File: config.mk
export PLATFORM = sky130hd
export DESIGN_NAME = uair_regs
export DESIGN_NICKNAME = d
export VERILOG_FILES = /design/src/rtl/uair_pkg.sv /design/src/rtl/uair_regs.sv /design/src/rtl/uair_sync.sv
export VERILOG_INCLUDE_DIRS = /design/src /design/src/rtl
export SDC_FILE = /design/constraint.sdc
export NUM_CORES = 1
export LEC_CHECK = 0
export ABC_AREA = 1
export BUFFER_PORTS_ARGS = -buffer_cell sky130_fd_sc_hd__clkbuf_2
export CAP_MARGIN = 40
export CORE_UTILIZATION = 48
export CTS_BUF_LIST = sky130_fd_sc_hd__clkbuf_8
export CTS_CLUSTER_DIAMETER = 40
export DETAILED_ROUTE_END_ITERATION = 10
export HOLD_SLACK_MARGIN = 0.05
export PLACE_DENSITY_LB_ADDON = 0.15
export RECOVER_POWER = 50
export SYNTH_ARGS = -nofsm -noshare
export SYNTH_HDL_FRONTEND = slang
export SYNTH_SLANG_ARGS = --single-unit
export TNS_END_PERCENT = 20
File: constraint.sdc
create_clock -name pclk -period 1.5 [get_ports pclk]
set_input_delay 0.15 -clock pclk [delete_from_list [all_inputs] [get_ports pclk]]
set_output_delay 0.15 -clock pclk [all_outputs]
set_load 0.02 [all_outputs]
File: src/rtl/uair_defines.svh
// Offsets, field positions, reset values and timing for the USB address and interrupt registers.
// Assumes a 10 MHz pclk and a 32-bit APB slave decoding byte addresses.
`ifndef UAIR_DEFINES_SVH
`define UAIR_DEFINES_SVH

`define UAIR_ADDR_W 8
`define UAIR_OFF_FADDR 8'h08
`define UAIR_OFF_IER 8'h10
`define UAIR_OFF_IDR 8'h14
`define UAIR_OFF_IMR 8'h18
`define UAIR_OFF_ISR 8'h1c
`define UAIR_OFF_ICR 8'h20

`define UAIR_FADDR_MSB 6
`define UAIR_FEN_BIT 8
`define UAIR_FADDR_RST 7'h00
`define UAIR_FEN_RST 1'h1

`define UAIR_EP_MSB 5
`define UAIR_SUSP_BIT 8
`define UAIR_HRSM_BIT 9
`define UAIR_XRSM_BIT 10
`define UAIR_SOF_BIT 11
`define UAIR_BRST_BIT 12
`define UAIR_WAKE_BIT 13

`define UAIR_MASK_RW 32'h0000_2f3f
`define UAIR_MASK_FIXED 32'h0000_1000
`define UAIR_MASK_RST 32'h0000_0200
`define UAIR_EVT_BITS 32'h0000_3f00
`define UAIR_ZERO 32'h0000_0000

`define UAIR_CLK_MHZ 10
`define UAIR_IDLE_US 3000
`define UAIR_IDLE_CYCLES (`UAIR_IDLE_US * `UAIR_CLK_MHZ)

`endif

File: src/rtl/uair_pkg.sv
// Types shared by the USB address and interrupt register block.
// Assumes the constants of uair_defines.svh.
package uair_pkg;
   typedef enum logic {
      UAIR_BUS_ACTIVE,
      UAIR_BUS_SUSPENDED
   } uair_link_e;
   typedef logic [31:0] uair_word_t;
endpackage

File: src/rtl/uair_regs.sv
// Function address, interrupt mask and interrupt status registers of a USB device port, as an APB slave.
// Assumes endpoint flags arrive on pclk; bus events arrive as levels from the USB side and are synchronised.
//
// Notes on behaviour
// - Seven-bit address, zero after reset
// - Function enable at bit 8, readable
// - Endpoints move data only while function enabled
// - Enable register: ones set mask bits
// - Disable register: ones clear mask bits
// - Mask register shows enabled sources
// - Shared layout: endpoints 0-5, events 8-13
// - Host resume enabled in mask after reset
// - Endpoint status is OR of its flags
// - Endpoint status clears only with its flags
// - Status bit high once source raised
// - Three milliseconds idle sets suspend, enters suspend
// - Start-of-frame token sets its status bit
// - Bus reset end sets bit 12
// - Clear register: ones clear event status bits
`include "uair_defines.svh"

module uair_regs #(
   parameter int unsigned IDLE_CYCLES = `UAIR_IDLE_CYCLES
) (
   input wire logic pclk,
   input wire logic presetn,
   input wire logic psel,
   input wire logic penable,
   input wire logic pwrite,
   input wire logic [`UAIR_ADDR_W-1:0] paddr,
   input wire logic [31:0] pwdata,
   output logic [31:0] prdata,
   output logic pready,
   output logic pslverr,
   input wire logic [5:0] setup_received,
   input wire logic [5:0] bank0_received,
   input wire logic [5:0] bank1_received,
   input wire logic [5:0] in_transfer_done,
   input wire logic [5:0] stall_handshake_sent,
   input wire logic bus_activity,
   input wire logic sof_token,
   input wire logic host_resume,
   input wire logic bus_reset_end,
   input wire logic ext_resume_pin,
   output logic [6:0] device_addr_value,
   output logic function_enable,
   output logic usb_suspended,
   output logic irq
);
   localparam int unsigned CW = $clog2(IDLE_CYCLES + 1);
   localparam logic [CW-1:0] IDLE_LAST = CW'(IDLE_CYCLES - 1);

   // Synchronised bus-side levels and their previous values for edge detection
   logic [4:0] bus_sync;
   logic [4:0] bus_prev;
   logic [4:0] next_bus_prev;
   logic act_lvl;
   logic sof_rise;
   logic hrsm_rise;
   logic brst_rise;
   logic xrsm_rise;

   uair_sync #(
      .W(5)
   ) u_sync (
      .pclk(pclk),
      .presetn(presetn),
      .d({ext_resume_pin, bus_reset_end, host_resume, sof_token, bus_activity}),
      .q(bus_sync)
   );

   always_comb begin
      next_bus_prev = bus_sync;
      act_lvl = bus_sync[0];
      sof_rise = bus_sync[1] & ~bus_prev[1];
      hrsm_rise = bus_sync[2] & ~bus_prev[2];
      brst_rise = bus_sync[3] & ~bus_prev[3];
      xrsm_rise = bus_sync[4] & ~bus_prev[4];
   end

   always_ff @(posedge pclk or negedge presetn) begin
      if (!presetn) begin
         bus_prev <= '0;
      end else begin
         bus_prev <= next_bus_prev;
      end
   end

   // APB decode; the answer comes one cycle into the access phase
   logic wr_fire;
   logic next_pready;
   logic next_pslverr;
   logic [31:0] next_prdata;
   logic hit;
   logic [31:0] rd_word;
   logic [31:0] mask;
   logic [31:0] status;

   always_comb begin
      wr_fire = psel & penable & pready & pwrite;
      next_pready = psel & penable & ~pready;
      hit = 1'b1;
      rd_word = `UAIR_ZERO;
      unique case (paddr)
         `UAIR_OFF_FADDR: begin
            rd_word[`UAIR_FADDR_MSB:0] = device_addr_value;
            rd_word[`UAIR_FEN_BIT] = function_enable;
         end
         `UAIR_OFF_IMR: rd_word = mask | `UAIR_MASK_FIXED;
         `UAIR_OFF_ISR: rd_word = status;
         // Write-only registers read as zero without error
         `UAIR_OFF_IER, `UAIR_OFF_IDR, `UAIR_OFF_ICR: rd_word = `UAIR_ZERO;
         default: hit = 1'b0;
      endcase
      next_prdata = prdata;
      next_pslverr = pslverr;
      if (next_pready) begin
         next_prdata = pwrite ? `UAIR_ZERO : rd_word;
         next_pslverr = ~hit;
      end
   end

   always_ff @(posedge pclk or negedge presetn) begin
      if (!presetn) begin
         pready <= 1'b0;
         pslverr <= 1'b0;
         prdata <= `UAIR_ZERO;
      end else begin
         pready <= next_pready;
         pslverr <= next_pslverr;
         prdata <= next_prdata;
      end
   end

   // Function address and enable
   logic [6:0] next_addr;
   logic next_fen;

   always_comb begin
      next_addr = device_addr_value;
      next_fen = function_enable;
      if (wr_fire && paddr == `UAIR_OFF_FADDR) begin
         next_addr = pwdata[`UAIR_FADDR_MSB:0];
         next_fen = pwdata[`UAIR_FEN_BIT];
      end
   end

   // The endpoint engines gate their packet traffic on this output
   always_ff @(posedge pclk or negedge presetn) begin
      if (!presetn) begin
         device_addr_value <= `UAIR_FADDR_RST;
         function_enable <= `UAIR_FEN_RST;
      end else begin
         device_addr_value <= next_addr;
         function_enable <= next_fen;
      end
   end

   // Interrupt mask
   logic [31:0] next_mask;
   logic [31:0] set_bits;
   logic [31:0] clr_bits;

   always_comb begin
      set_bits = (wr_fire && paddr == `UAIR_OFF_IER) ? pwdata : `UAIR_ZERO;
      clr_bits = (wr_fire && paddr == `UAIR_OFF_IDR) ? pwdata : `UAIR_ZERO;
      // Unused positions never reach the mask
      next_mask = ((mask | set_bits) & ~clr_bits) & `UAIR_MASK_RW;
   end

   always_ff @(posedge pclk or negedge presetn) begin
      if (!presetn) begin
         mask <= `UAIR_MASK_RST;
      end else begin
         mask <= next_mask;
      end
   end

   // Suspend detection: idle time counted in pclk cycles
   uair_pkg::uair_link_e link_st;
   uair_pkg::uair_link_e next_link_st;
   logic [CW-1:0] idle_cnt;
   logic [CW-1:0] next_idle_cnt;
   logic susp_enter;
   logic next_suspended;

   always_comb begin
      next_link_st = link_st;
      next_idle_cnt = idle_cnt;
      susp_enter = 1'b0;
      unique case (link_st)
         uair_pkg::UAIR_BUS_ACTIVE: begin
            if (act_lvl) begin
               next_idle_cnt = '0;
            end else if (idle_cnt == IDLE_LAST) begin
               next_link_st = uair_pkg::UAIR_BUS_SUSPENDED;
               next_idle_cnt = '0;
               susp_enter = 1'b1;
            end else begin
               next_idle_cnt = idle_cnt + CW'(1);
            end
         end
         uair_pkg::UAIR_BUS_SUSPENDED: begin
            // Host traffic, host resume or bus reset wakes the port
            if (act_lvl | hrsm_rise | brst_rise) begin
               next_link_st = uair_pkg::UAIR_BUS_ACTIVE;
            end
         end
      endcase
      next_suspended = (next_link_st == uair_pkg::UAIR_BUS_SUSPENDED);
   end

   always_ff @(posedge pclk or negedge presetn) begin
      if (!presetn) begin
         link_st <= uair_pkg::UAIR_BUS_ACTIVE;
         idle_cnt <= '0;
         usb_suspended <= 1'b0;
      end else begin
         link_st <= next_link_st;
         idle_cnt <= next_idle_cnt;
         usb_suspended <= next_suspended;
      end
   end

   // Interrupt status: endpoint bits follow their flags, event bits are sticky
   logic [31:0] next_status;
   logic [31:0] ev;
   logic [31:0] ack;
   logic [5:0] ep_any;

   always_comb begin
      ep_any = setup_received | bank0_received | bank1_received | in_transfer_done | stall_handshake_sent;
      ev = `UAIR_ZERO;
      ev[`UAIR_SUSP_BIT] = susp_enter;
      ev[`UAIR_HRSM_BIT] = hrsm_rise;
      // External resume only counts while suspended
      ev[`UAIR_XRSM_BIT] = xrsm_rise & usb_suspended;
      ev[`UAIR_SOF_BIT] = sof_rise;
      ev[`UAIR_BRST_BIT] = brst_rise;
      ev[`UAIR_WAKE_BIT] = hrsm_rise | brst_rise | (xrsm_rise & usb_suspended);
      ack = (wr_fire && paddr == `UAIR_OFF_ICR) ? pwdata : `UAIR_ZERO;
      // A new event in the clearing cycle survives the clear
      next_status = ((status & ~ack) | ev) & `UAIR_EVT_BITS;
      next_status[`UAIR_EP_MSB:0] = ep_any;
   end

   always_ff @(posedge pclk or negedge presetn) begin
      if (!presetn) begin
         status <= `UAIR_ZERO;
      end else begin
         status <= next_status;
      end
   end

   logic next_irq;

   always_comb begin
      next_irq = |(status & (mask | `UAIR_MASK_FIXED));
   end

   always_ff @(posedge pclk or negedge presetn) begin
      if (!presetn) begin
         irq <= 1'b0;
      end else begin
         irq <= next_irq;
      end
   end
endmodule

File: src/rtl/uair_sync.sv
// Two-stage synchroniser for a group of independent level inputs.
// Assumes each input is a level held for at least two pclk cycles.
module uair_sync #(
   parameter int unsigned W = 1
) (
   input wire logic pclk,
   input wire logic presetn,
   input wire logic [W-1:0] d,
   output logic [W-1:0] q
);
   logic [W-1:0] meta;
   logic [W-1:0] next_meta;
   logic [W-1:0] next_q;

   always_comb begin
      next_meta = d;
      next_q = meta;
   end

   always_ff @(posedge pclk or negedge presetn) begin
      if (!presetn) begin
         meta <= '0;
         q <= '0;
      end else begin
         meta <= next_meta;
         q <= next_q;
      end
   end
endmodule

==> metrics.txt <==
Hold EP mask[3]; IO buf count 85; reg2reg setup slack 0.08 ns; crit-path cells ha_2 > nand2_4 > inv_2 > nand2_2 > nor2_4 > nand2_4 > buf_4 > nand2_1 > mux2i_1; initial antenna violation count 0; Crit path top cell by count nand2_4; fmax 705.6 MHz; pwr dens 821.6 nW/um^2; Final Worst Setup Slack 0.08276 ns; Worst EP arrival 1.63 ns; hold_sp pwdata[3]; Post-Route Setup TNS 0 ns; status completed; number of H-tree levels 3; CP bufs+invs 2; post-synthesis async set-or-reset flop share 1.000; crit end category register; CP delay by family, top simple AND/OR/NAND/NOR gates; GRT Overall Usage 0.2457; GR Overflow Total 0; CTS Sinks 77; dpl cell area 4387 um^2; gpl congestion 0.8403; Final Hold Fails 0; unrepaired setup endpoints after global routing yes; Tmin final 1.417 ns; ANT nets after route 0; Post-synth EDFFs 0; Synth Register Bits 77; Syn Area/Cell 8.006 um^2; Die ar. 8317 um^2; worst path required time 1.71 ns; max-slew violation count 0; Hold Crit Depth 3; Nets 707; clock root buffer clkbuf_8; Leak 2.709 nW; worst vdd ir 0.0005248 V; number of max-cap violations 0; Net Switching 1.085 mW; # setup viols final 0; Slew headroom 0.3901; Layout area overhead 32.99%; R2R Path End idle_cnt[0]; Flop pwr share 0.511; Synth Instances 477; drt wl/cell 12.63 um; DP Worst Slack -0.007848 ns; Clock Path Buffers 2; Final Skew 0.01372 ns; Antenna diodes 0; Core Area 7727 um^2; Sw Ratio 0.2601; 1st-iter DRT viols 169; Worst-Margin Slew 0.9148 ns; pin count of the biggest net entering global routing 37; Synth cell types 34; combinational cell fraction of total power 0.102; Synth Warn # 0; Row Count 32; Layout Cells excl Fill 733; Final Cell Area 5079 um^2; Skew-Pair Late Insertion Delay 0.35 ns; Die Height 91.20 um; Power Internal 3.087 mW; R2R Path Start idle_cnt[1]; Detailed Route WL 9.260 mm; starting density of the core 0.4942; CTS tree done; CP peak stage delay 0.36 ns; die width 91.20 um; fin crit share 0.9448; first-pass GRT wire length 15.88 mm; CTS buffer count 9; type of origin of the critical path register; sequential share of the synthesized area 0.5052; Via density 4.854; Cells after DPL 671; CP max FO 3; Final HPWL DP 6.430 mm; IO Pins 124; fill count 668; vias in the first global route 3,514; Register-to-Register Path Depth 9; ratio of cells with drive above 1 in the final layout 0.2361; Clock Power Share 0.387; HP Class input port to register; Main synth FF type dfrtp_1; First-pass DRT Iterations 5; DRC 0; Reg clk slew, reported paths 0.08 ns; Via Count 3,558; slowest CP cell dfrtp_1; Post-Syn Area 3819 um^2; kind of critical path register to register
cell type report:
cell class,instances,area [um^2],area share
Inverter,55,206.4,0.04065
Clock buffer,9,123.9,0.02439
Tap cell,102,127.6,0.02513
Sequential cell,77,1929,0.3799
Timing Repair Buffer,149,1020,0.2008
Clock inverter,7,81.33,0.01601
Multi-Input combinational cell,334,1590,0.3131
worst max-delay path by stage:
stage / start / endpoint / slack [ns] / cells after the start
detailed placement: idle_cnt[0] / idle_cnt[10] / -0.008 / 8
global route: idle_cnt[1] / idle_cnt[3] / -0.03 / 8
global placement: idle_cnt[0] / idle_cnt[10] / 0.02 / 8
CTS: idle_cnt[0] / idle_cnt[10] / 0.03 / 8
finish: idle_cnt[1] / idle_cnt[0] / 0.08 / 9
floorplan: idle_cnt[0] / idle_cnt[10] / 0.09 / 8
power groups by stage:
stage               Clock, mW  Combinational [mW]  Sequential [mW]
floorplan                   0               0.181             2.18
global placement            0               0.330             2.17
detailed placement          0               0.336             2.17
CTS                      1.66               0.423             2.13
global route             1.74               0.474             2.14
finish                   1.62               0.425             2.13
layout by cell type (no fill, tap or decap), drive strengths merged:
master	count
mux2i	1
o22ai	1
conb	19
nand3	51
clkbuf	97
ha	1
inv	57
a221oi	3
nand4	8
bufinv	1
nor2	60
buf	17
a21oi	16
o21ai	17
o21bai	2
clkinv	1
dlygate4sd3	44
xor2	1
a21boi	1
dfrtp	75
nand2	133
and2	1
o31ai	1
nor3	12
dfstp	2
clkinvlp	3
nand3b	3
xnor2	3
per-stage QoR:
step                hold slack [ns]  power, mW    util
finish                      0.06594      4.173  0.6572
global route                0.06186      4.347  0.6572
CTS                         0.05156      4.211  0.6519
detailed placement           0.1463      2.508  0.5677
global placement             0.1433      2.499  0.5677
floorplan                   -0.1456      2.361       -
layer usage:
metal | wire (um) | up-vias | global-route usage
li1 | - | 1773 | -
met1 | 3879 | 1641 | 0.3027
met2 | 4651 | 122 | 0.4167
met3 | 481 | 22 | 0.04523
met4 | 248 | 0 | 0.1177
met5 | 0 | - | 0
sequential cells by signal, indices dropped and copies added (netlist names), 4 cells and up:
name	flops
u_sync.meta	5
u_sync.q	5
prdata	13
bus_prev	4
device_addr_value	7
idle_cnt	15
status	12
mask	11
worst reg2reg max path: stages, from the launching register on:
cell,delay [ns]
dfrtp_1,0.36
ha_2,0.21
nand2_4,0.07
inv_2,0.06
nand2_2,0.06
nor2_4,0.16
nand2_4,0.07
buf_4,0.15
nand2_1,0.08
mux2i_1,0.07
cells in the mapped netlist, types with 4 or more instances:
master | instances | share of area
o21ai_1 | 6 | 0.0079
nand2_1 | 130 | 0.13
nand4_1 | 8 | 0.013
o21ai_0 | 4 | 0.0052
inv_1 | 53 | 0.052
a21oi_1 | 15 | 0.020
dfrtp_1 | 75 | 0.49
nand3_1 | 51 | 0.067
nor3_1 | 12 | 0.016
o21ai_2 | 7 | 0.016
nor2_1 | 56 | 0.055
buf_4 | 22 | 0.043
cells by family after synthesis:
family	Yosys count	share of synthesized area
AND/OR/NAND/NOR	268	0.3021
XOR/XNOR	4	0.009176
flip-flops	77	0.5052
AO/OA/AOI/OAI	41	0.06947
multiplexers	1	0.002621
other	1	0.0009820
adder cells (fa/ha/maj)	1	0.003276
buffers and inverters	84	0.1071
timing repair:
| action | in CTS | in global routing |
|---|---|---|
| pin swaps | 1 | 4 |
| setup endpoints to repair | 4 | 9 |
| hold buffers | 44 | 0 |
| resized for setup | 2 | 12 |
| endpoints found under the hold margin | 56 | 0 |
| setup buffers | 0 | 2 |
Note: power is estimated with default switching activity, not from simulation.
